## src/phj_consts.svh

```systemverilog
// constants for the port h/j pin override block: register offsets,
// field positions, reset values and bus timing.
// assumes inclusion by bare name from the package and the top module.
`ifndef PHJ_CONSTS_SVH
`define PHJ_CONSTS_SVH

// ----------------------------------------------------------------------
// register byte offsets (one aligned 32-bit word each)
// ----------------------------------------------------------------------
`define PHJ_OFS_MASK_H   4'h0
`define PHJ_OFS_MASK_J   4'h4
`define PHJ_OFS_CTRL     4'h8
`define PHJ_OFS_STATUS   4'hc

// ----------------------------------------------------------------------
// field positions and widths
// ----------------------------------------------------------------------
`define PHJ_PORT_W       8
`define PHJ_J_ALT_W      7
`define PHJ_CTRL_GEN_BIT 0
`define PHJ_STAT_H_LSB   0
`define PHJ_STAT_J_LSB   8

// ----------------------------------------------------------------------
// reset values
// ----------------------------------------------------------------------
`define PHJ_RST_MASK_H   8'h00
`define PHJ_RST_MASK_J   7'h00
`define PHJ_RST_GEN      1'b0
`define PHJ_RST_OVR      8'h00

// ----------------------------------------------------------------------
// timing: synchroniser depth and bus answer latency in cycles
// ----------------------------------------------------------------------
`define PHJ_SYNC_STAGES  2
`define PHJ_ACK_CYCLES   1

`endif

```

## src/phj_pkg.sv

```systemverilog
// types shared by the port h/j pin override block.
// assumes the constants header is on the include path.
package phj_pkg;
  `include "phj_consts.svh"

  // ----------------------------------------------------------------------
  // data types
  // ----------------------------------------------------------------------
  typedef logic [`PHJ_PORT_W-1:0]  phj_port_t;   // one full 8-bit port
  typedef logic [`PHJ_J_ALT_W-1:0] phj_jalt_t;   // port j bits 6:0
  typedef logic [31:0]             phj_word_t;   // bus data word
  typedef logic [3:0]              phj_addr_t;   // byte address in block

  // register selected by a bus address, one-hot
  typedef enum logic [4:0] {
    PHJ_SEL_NONE   = 5'h01,
    PHJ_SEL_MASK_H = 5'h02,
    PHJ_SEL_MASK_J = 5'h04,
    PHJ_SEL_CTRL   = 5'h08,
    PHJ_SEL_STATUS = 5'h10
  } phj_sel_t;
endpackage

```

## src/phj_sync.sv

```systemverilog
// two-flop synchroniser bank for asynchronous pin levels.
// assumes levels, not pulses shorter than a clock period.
`timescale 1ns/10ps
module phj_sync #(
  parameter int WIDTH = 8
) (
  input  wire logic             ref_clk,
  input  wire logic             rst,
  input  wire logic [WIDTH-1:0] async_in,
  output logic      [WIDTH-1:0] sync_out
);
  // ----------------------------------------------------------------------
  // per-bit stages
  // ----------------------------------------------------------------------
  logic [WIDTH-1:0] meta_reg;   // first stage, read only by the second
  logic [WIDTH-1:0] meta_next;  // next value of the first stage
  logic [WIDTH-1:0] hold_reg;   // second stage, safe to use
  logic [WIDTH-1:0] hold_next;  // next value of the second stage

  genvar gi;
  generate
    for (gi = 0; gi < WIDTH; gi++) begin : g_bit
      // next values: shift the pin through the chain
      always_comb begin
        meta_next[gi] = async_in[gi];
        hold_next[gi] = meta_reg[gi];
      end

      // register only; constants under reset
      always_ff @(posedge ref_clk or posedge rst) begin
        if (rst) begin
          meta_reg[gi] <= 1'b0;
          hold_reg[gi] <= 1'b0;
        end else begin
          meta_reg[gi] <= meta_next[gi];
          hold_reg[gi] <= hold_next[gi];
        end
      end
    end
  endgenerate

  assign sync_out = hold_reg;
endmodule

```

## src/phj_pin_override.sv

```systemverilog
// override generator for the alternate function of ports h and j.
// the only alternate function on these pins is pin-change sensing.
// assumes a classic wishbone master on ref_clk and raw pin levels that
// are asynchronous to ref_clk; the generic pin logic sits outside.
//
// The Wishbone register port and the address map were chosen for this implementation.
`timescale 1ns/10ps
`include "phj_consts.svh"
module phj_pin_override (
  input  wire logic              ref_clk,
  input  wire logic              rst,
  // wishbone classic slave
  input  wire logic              wb_cyc_i,
  input  wire logic              wb_stb_i,
  input  wire logic              wb_we_i,
  input  wire phj_pkg::phj_addr_t wb_adr_i,
  input  wire logic [3:0]        wb_sel_i,
  input  wire phj_pkg::phj_word_t wb_dat_i,
  output phj_pkg::phj_word_t     wb_dat_o,
  output logic                   wb_ack_o,
  // raw pin levels
  input  wire phj_pkg::phj_port_t pin_h_in,
  input  wire phj_pkg::phj_jalt_t pin_j_in,
  // port h override signals
  output phj_pkg::phj_port_t     h_pullup_override_en,
  output phj_pkg::phj_port_t     h_pullup_override_val,
  output phj_pkg::phj_port_t     h_direction_override_en,
  output phj_pkg::phj_port_t     h_direction_override_val,
  output phj_pkg::phj_port_t     h_outvalue_override_en,
  output phj_pkg::phj_port_t     h_outvalue_override_val,
  output phj_pkg::phj_port_t     h_toggle_override_en,
  output phj_pkg::phj_port_t     h_input_enable_override_en,
  output phj_pkg::phj_port_t     h_input_enable_override_val,
  // port j override signals
  output phj_pkg::phj_port_t     j_pullup_override_en,
  output phj_pkg::phj_port_t     j_pullup_override_val,
  output phj_pkg::phj_port_t     j_direction_override_en,
  output phj_pkg::phj_port_t     j_direction_override_val,
  output phj_pkg::phj_port_t     j_outvalue_override_en,
  output phj_pkg::phj_port_t     j_outvalue_override_val,
  output phj_pkg::phj_port_t     j_toggle_override_en,
  output phj_pkg::phj_port_t     j_input_enable_override_en,
  output phj_pkg::phj_port_t     j_input_enable_override_val,
  // digital inputs routed to the pin-change sources
  output phj_pkg::phj_port_t     change_source_h,
  output phj_pkg::phj_jalt_t     change_source_j
);
  import phj_pkg::*;

  // ----------------------------------------------------------------------
  // address decode, shared by the write and read paths
  // ----------------------------------------------------------------------
  function automatic phj_sel_t reg_select(input phj_addr_t adr);
    phj_sel_t sel;
    begin
      sel = PHJ_SEL_NONE;
      case (adr)
        `PHJ_OFS_MASK_H: sel = PHJ_SEL_MASK_H;
        `PHJ_OFS_MASK_J: sel = PHJ_SEL_MASK_J;
        `PHJ_OFS_CTRL:   sel = PHJ_SEL_CTRL;
        `PHJ_OFS_STATUS: sel = PHJ_SEL_STATUS;
        default:         sel = PHJ_SEL_NONE;
      endcase
      reg_select = sel;
    end
  endfunction

  // ----------------------------------------------------------------------
  // pin synchronisers
  // ----------------------------------------------------------------------
  phj_port_t pin_h_sync;   // port h levels in the ref_clk domain
  phj_jalt_t pin_j_sync;   // port j bits 6:0 in the ref_clk domain

  // one bank for both ports keeps the crossing in a single place
  phj_sync #(
    .WIDTH (`PHJ_PORT_W + `PHJ_J_ALT_W)
  ) i_phj_sync (
    .ref_clk  (ref_clk),
    .rst      (rst),
    .async_in ({pin_j_in, pin_h_in}),
    .sync_out ({pin_j_sync, pin_h_sync})
  );

  // ----------------------------------------------------------------------
  // bus slave state
  // ----------------------------------------------------------------------
  phj_port_t mask_h_reg;    // change mask, port h
  phj_port_t mask_h_next;
  phj_jalt_t mask_j_reg;    // change mask, port j bits 6:0
  phj_jalt_t mask_j_next;
  logic      gen_reg;       // change group enable
  logic      gen_next;
  logic      ack_reg;       // wishbone acknowledge
  logic      ack_next;
  phj_word_t rdat_reg;      // read data, captured with the ack
  phj_word_t rdat_next;
  logic      bus_req;       // a request is present and not yet answered
  phj_sel_t  bus_sel;       // decoded target of the request

  assign bus_req = wb_cyc_i & wb_stb_i & ~ack_reg;
  assign bus_sel = reg_select(wb_adr_i);

  // next bus state: answer every request one cycle after it arrives,
  // drop ack the cycle after; unmapped offsets read zero, writes ignored
  always_comb begin
    mask_h_next = mask_h_reg;
    mask_j_next = mask_j_reg;
    gen_next    = gen_reg;
    ack_next    = bus_req;
    rdat_next   = rdat_reg;
    if (bus_req && wb_we_i && wb_sel_i[0]) begin
      // only byte lane 0 holds writable bits
      case (bus_sel)
        PHJ_SEL_MASK_H: mask_h_next = wb_dat_i[`PHJ_PORT_W-1:0];
        PHJ_SEL_MASK_J: mask_j_next = wb_dat_i[`PHJ_J_ALT_W-1:0];
        PHJ_SEL_CTRL:   gen_next    = wb_dat_i[`PHJ_CTRL_GEN_BIT];
        default:        gen_next    = gen_reg; // status and holes
      endcase
    end
    if (bus_req && !wb_we_i) begin
      rdat_next = 32'h0000_0000;
      case (bus_sel)
        PHJ_SEL_MASK_H: rdat_next[`PHJ_PORT_W-1:0]  = mask_h_reg;
        PHJ_SEL_MASK_J: rdat_next[`PHJ_J_ALT_W-1:0] = mask_j_reg;
        PHJ_SEL_CTRL:   rdat_next[`PHJ_CTRL_GEN_BIT] = gen_reg;
        PHJ_SEL_STATUS: begin
          // live synchronised pin levels, bit 7 of port j reads zero
          rdat_next[`PHJ_STAT_H_LSB +: `PHJ_PORT_W]  = pin_h_sync;
          rdat_next[`PHJ_STAT_J_LSB +: `PHJ_J_ALT_W] = pin_j_sync;
        end
        default:        rdat_next = 32'h0000_0000;
      endcase
    end
  end

  // register the bus state
  always_ff @(posedge ref_clk or posedge rst) begin
    if (rst) begin
      mask_h_reg <= `PHJ_RST_MASK_H;
      mask_j_reg <= `PHJ_RST_MASK_J;
      gen_reg    <= `PHJ_RST_GEN;
      ack_reg    <= 1'b0;
      rdat_reg   <= 32'h0000_0000;
    end else begin
      mask_h_reg <= mask_h_next;
      mask_j_reg <= mask_j_next;
      gen_reg    <= gen_next;
      ack_reg    <= ack_next;
      rdat_reg   <= rdat_next;
    end
  end

  assign wb_ack_o = ack_reg;
  assign wb_dat_o = rdat_reg;

  // ----------------------------------------------------------------------
  // override outputs
  // ----------------------------------------------------------------------
  phj_port_t h_die_en_reg;   // input-enable override enable, port h
  phj_port_t h_die_en_next;
  phj_port_t j_die_en_reg;   // input-enable override enable, port j
  phj_port_t j_die_en_next;
  phj_port_t src_h_reg;      // routed digital input, port h
  phj_port_t src_h_next;
  phj_jalt_t src_j_reg;      // routed digital input, port j
  phj_jalt_t src_j_next;

  // next override state; the input-enable override is taken on each
  // masked pin while sensing is armed and forces the digital input
  // enable to 0, at the price of one cycle of lag after a write
  always_comb begin
    h_die_en_next = mask_h_reg & {`PHJ_PORT_W{gen_reg}};
    // bit 7 of port j has no alternate function and stays zero
    j_die_en_next = {1'b0,
                     mask_j_reg & {`PHJ_J_ALT_W{gen_reg}}};
    src_h_next    = pin_h_sync;  // bit n drives source 16+n
    src_j_next    = pin_j_sync;  // bit n drives source 24+n
  end

  // register the override state
  always_ff @(posedge ref_clk or posedge rst) begin
    if (rst) begin
      h_die_en_reg <= `PHJ_RST_OVR;
      j_die_en_reg <= `PHJ_RST_OVR;
      src_h_reg    <= `PHJ_RST_OVR;
      src_j_reg    <= `PHJ_RST_MASK_J;
    end else begin
      h_die_en_reg <= h_die_en_next;
      j_die_en_reg <= j_die_en_next;
      src_h_reg    <= src_h_next;
      src_j_reg    <= src_j_next;
    end
  end

  assign h_input_enable_override_en = h_die_en_reg;
  assign j_input_enable_override_en = j_die_en_reg;
  assign change_source_h            = src_h_reg;
  assign change_source_j            = src_j_reg;

  // pull-up, direction and output value are never taken over, so the
  // normal port registers keep those pins; the forced input value is 0
  assign h_pullup_override_en     = `PHJ_RST_OVR;
  assign h_pullup_override_val    = `PHJ_RST_OVR;
  assign h_direction_override_en  = `PHJ_RST_OVR;
  assign h_direction_override_val = `PHJ_RST_OVR;
  assign h_outvalue_override_en   = `PHJ_RST_OVR;
  assign h_outvalue_override_val  = `PHJ_RST_OVR;
  assign h_toggle_override_en     = `PHJ_RST_OVR; // no toggle function
  assign h_input_enable_override_val = `PHJ_RST_OVR;
  assign j_pullup_override_en     = `PHJ_RST_OVR;
  assign j_pullup_override_val    = `PHJ_RST_OVR;
  assign j_direction_override_en  = `PHJ_RST_OVR;
  assign j_direction_override_val = `PHJ_RST_OVR;
  assign j_outvalue_override_en   = `PHJ_RST_OVR;
  assign j_outvalue_override_val  = `PHJ_RST_OVR;
  assign j_toggle_override_en     = `PHJ_RST_OVR; // no toggle function
  assign j_input_enable_override_val = `PHJ_RST_OVR;
endmodule

```

## config.mk

```make
export PLATFORM = sky130hd
export DESIGN_NAME = phj_pin_override
export DESIGN_NICKNAME = d
export VERILOG_FILES = /design/src/phj_pkg.sv /design/src/phj_sync.sv /design/src/phj_pin_override.sv
export VERILOG_INCLUDE_DIRS = /design/src /design/src/src
export SDC_FILE = /design/constraint.sdc
export NUM_CORES = 1
export LEC_CHECK = 0
export ABC_CLOCK_PERIOD_IN_PS = 2700
export BUFFER_PORTS_ARGS = -buffer_cell sky130_fd_sc_hd__buf_2
export CAP_MARGIN = 30
export CORE_UTILIZATION = 39
export CTS_CLUSTER_DIAMETER = 100
export DETAILED_ROUTE_END_ITERATION = 8
export HOLD_SLACK_MARGIN = 0.1
export PLACE_DENSITY = 0.74
export SLEW_MARGIN = 20
export SYNTH_ARGS = -nofsm -noshare
export SYNTH_HDL_FRONTEND = slang
export SYNTH_SLANG_ARGS = --single-unit
```

## constraint.sdc

```tcl
create_clock -name ref_clk -period 2.7 [get_ports ref_clk]
set_clock_uncertainty 0.2 [all_clocks]
set_input_delay 0.27 -clock ref_clk [delete_from_list [all_inputs] [get_ports ref_clk]]
set_output_delay 0.27 -clock ref_clk [all_outputs]
set_load 0.05 [all_outputs]
```

==> results_dict.tcl <==
set metrics [dict create \
    p_leak_nw 2.49 \
    detail-route-antenna-nets 0 \
    run_status "complete, no violations" \
    core_area_mm2 0.0103 \
    synth_cells 325 \
    hold_viol 0 \
    cts_tree "done" \
    r2r_end "wb_dat_o[10]" \
    ys_seq_elements 92 \
    synth_top_area_share_pct 55.9 \
    grt_overflow_total 0 \
    pwr-share-seq_pct 47.4 \
    detailed_place.area_mm2 0.00412 \
    clkTransAtPathRegs_ps 80 \
    num_vias 2185 \
    routed_wl_um 6490 \
    pin_count 252 \
    drv_cap 0 \
    switching_power_mw 1.11 \
    combPwrFrac_pct 22.5 \
    fin_hold_ws_ps 121 \
    setup_tns_ps 0 \
    numPortBuffers 78 \
    yosysTopAreaCell "dfrtp_1" \
    cts_setup_buffers 0 \
    remaining_drc_errors 0 \
    clk_latency_ps 360 \
    worstReg2RegStart "wb_ack_o" \
    die_area_mm2 0.0110 \
    cts_resized 0 \
    ys_warn_count 0 \
    ir_drop_mv 0.384 \
    power_mw 3.11 \
    viasPerCell 3.81 \
    yosys-top-cells-count "buf_4, dfrtp_1, mux2_2, and2_1, a22o_1" \
    syn2layout_area_growth_pct 11.0 \
    min_path_type "in -> reg" \
    power_frac_clock_pct 30.1 \
    synth_edf_count 0 \
    grt_util_met3_pct 3.93 \
    row_count 37 \
    crit_end "wb_dat_o[10]" \
    place_ws_ps 852 \
    synth_flop_cell "dfrtp_1" \
    drive_gt1_share_pct 28.4 \
    first_pass_iters 4 \
    critPathLaunchType "register" \
    antenna_cells 0 \
    antenna_found_initial 0 \
    async_reset_ff_share_pct 100 \
    start_util_pct 40.1 \
    final_cell_count_no_fill 573 \
    die_x_um 105 \
    slew_headroom_pct 57.3 \
    min_from "wb_cyc_i" \
    clock_sinks 92 \
    worstSetupPathType "reg -> reg" \
    gp_congestion 0.802 \
    rrSetupSlack_ps 1030 \
    grt_usage_pct 11.9 \
    fin_area_mm2 0.00457 \
    synth.most_common_cell "buf_4" \
    cts_made_buffers 9 \
    max_freq_mhz 598 \
    synth.distinct_cells 25 \
    power_density_mw_per_mm2 679 \
    setup.worst_path.end_class "register" \
    worstPathRequired_ps 2800 \
    ctsHtreeMaxLevel 3 \
    intPower_mw 1.99 \
    routedWlPerCell_um 11.3 \
    tightestPinTransition_ps 635 \
    fin_crit_ps 1670 \
    grt-busiest-layer "met2" \
    drt_iter0_drc 81 \
    netlist_area_mm2 0.00412 \
    clock_path_buffers 2 \
    rr_worst_depth 3 \
    grt_pass1_wl_um 9800 \
    grtUsageMet2_pct 19.9 \
    p_sw_share_pct 35.8 \
    slew_viol_final 0 \
    clockRootBuffer "clkbuf_8" \
    fin_nets 492 \
    fin_util_pct 44.5 \
    fin_crit_sh_pct 62.0 \
    grt_use_met1_pct 14.0 \
    grt_pass1_vias 1919 \
    die_h_um 105 \
    place_inst 533 \
    startpoint "wb_ack_o" \
    syn-mean-instance-area_um2 12.7 \
    grt_setup_unrepaired "no" \
    seq_area_frac_synth_pct 55.9 \
    crit_fanout 7 \
    ys_top_cells_by_area "dfrtp_1, buf_4, mux2_2" \
    postCtsHoldBufs 24 \
    fin_ws_ps 1030 \
    finalSetupViolCount 0 \
    dp_hpwl_um 4570 \
    grt_max_degree 93 \
    worst_ep_arrival_time_ps 1770 \
]
-- worst max-delay path: stages, from the launching register on --
cell,delay [ps]
dfrtp_1,390
nand4bb_1,310
nor2b_1,500
a22o_1,210
-- metal layers --
layer | wire, um | part of all wire, %
met5 | 0 | 0
met4 | 119 | 1.8
met3 | 604 | 9.3
met2 | 3310 | 51
met1 | 2450 | 38
-- worst min-delay path by stage --
stage / to / slack (ps) / cells after the start
after floorplan: i_phj_sync.hold_next[0] / 100 / 0
after global placement: i_phj_sync.sync_out[5] / 130 / 0
after detailed placement: i_phj_sync.sync_out[6] / 130 / 0
after CTS: wb_ack_o / 110 / 2
after global routing: wb_ack_o / 110 / 2
final: wb_ack_o / 120 / 2
-- area by class of cell --
| type | instances | area [um2] |
|---|---|---|
| repair buffers | 104 | 658 |
| clock buffers | 10 | 138 |
| flip-flops and latches | 92 | 2300 |
| clock inverters | 6 | 72.6 |
| fillers | 953 | 5700 |
| multi-input cells | 224 | 1220 |
| inverters | 1 | 7.51 |
| well taps | 136 | 170 |
-- placed cells by master (no fill, tap or decap), drive strengths merged --
| master | synthesis | layout |
|---|---|---|
| nand4b | 2 | 2 |
| nor2b | 1 | 1 |
| dfrtp | 92 | 92 |
| o21ai | 6 | 6 |
| nor2 | 2 | 2 |
| mux2 | 22 | 22 |
| and2 | 15 | 15 |
| bufinv | 0 | 1 |
| clkinvlp | 0 | 2 |
| dlygate4sd3 | 0 | 24 |
| mux4 | 1 | 1 |
| nand4bb | 1 | 1 |
| nand3 | 1 | 1 |
| clkbuf | 4 | 10 |
| buf | 149 | 80 |
| conb | 1 | 146 |
| nor3 | 2 | 2 |
| clkinv | 0 | 3 |
| and4bb | 2 | 2 |
| and3b | 1 | 1 |
| nand2 | 6 | 6 |
| a22oi | 5 | 5 |
| inv | 1 | 1 |
| a32oi | 1 | 1 |
| a22o | 10 | 10 |
-- power groups by stage --
stage	logic [mW]	clock network, mW	registers [mW]
floorplan	0.682	0	1.57
global placement	0.667	0	1.50
detailed placement	0.671	0	1.50
CTS	0.698	0.977	1.47
global route	0.728	1.02	1.48
finish	0.698	0.935	1.47
-- kinds of logic (layout without fill, tap and decap cells) --
kind of cell,Yosys count,after routing,synth area share [%]
AOI/OAI and AO/OA,22,22,3.98
buffers and inverters,154,121,27.6
DFF,92,92,55.9
muxes,23,23,6.56
other,1,146,0.0910
and+or+nand+nor,33,33,5.89
Note: power is estimated with default switching activity, not from simulation.
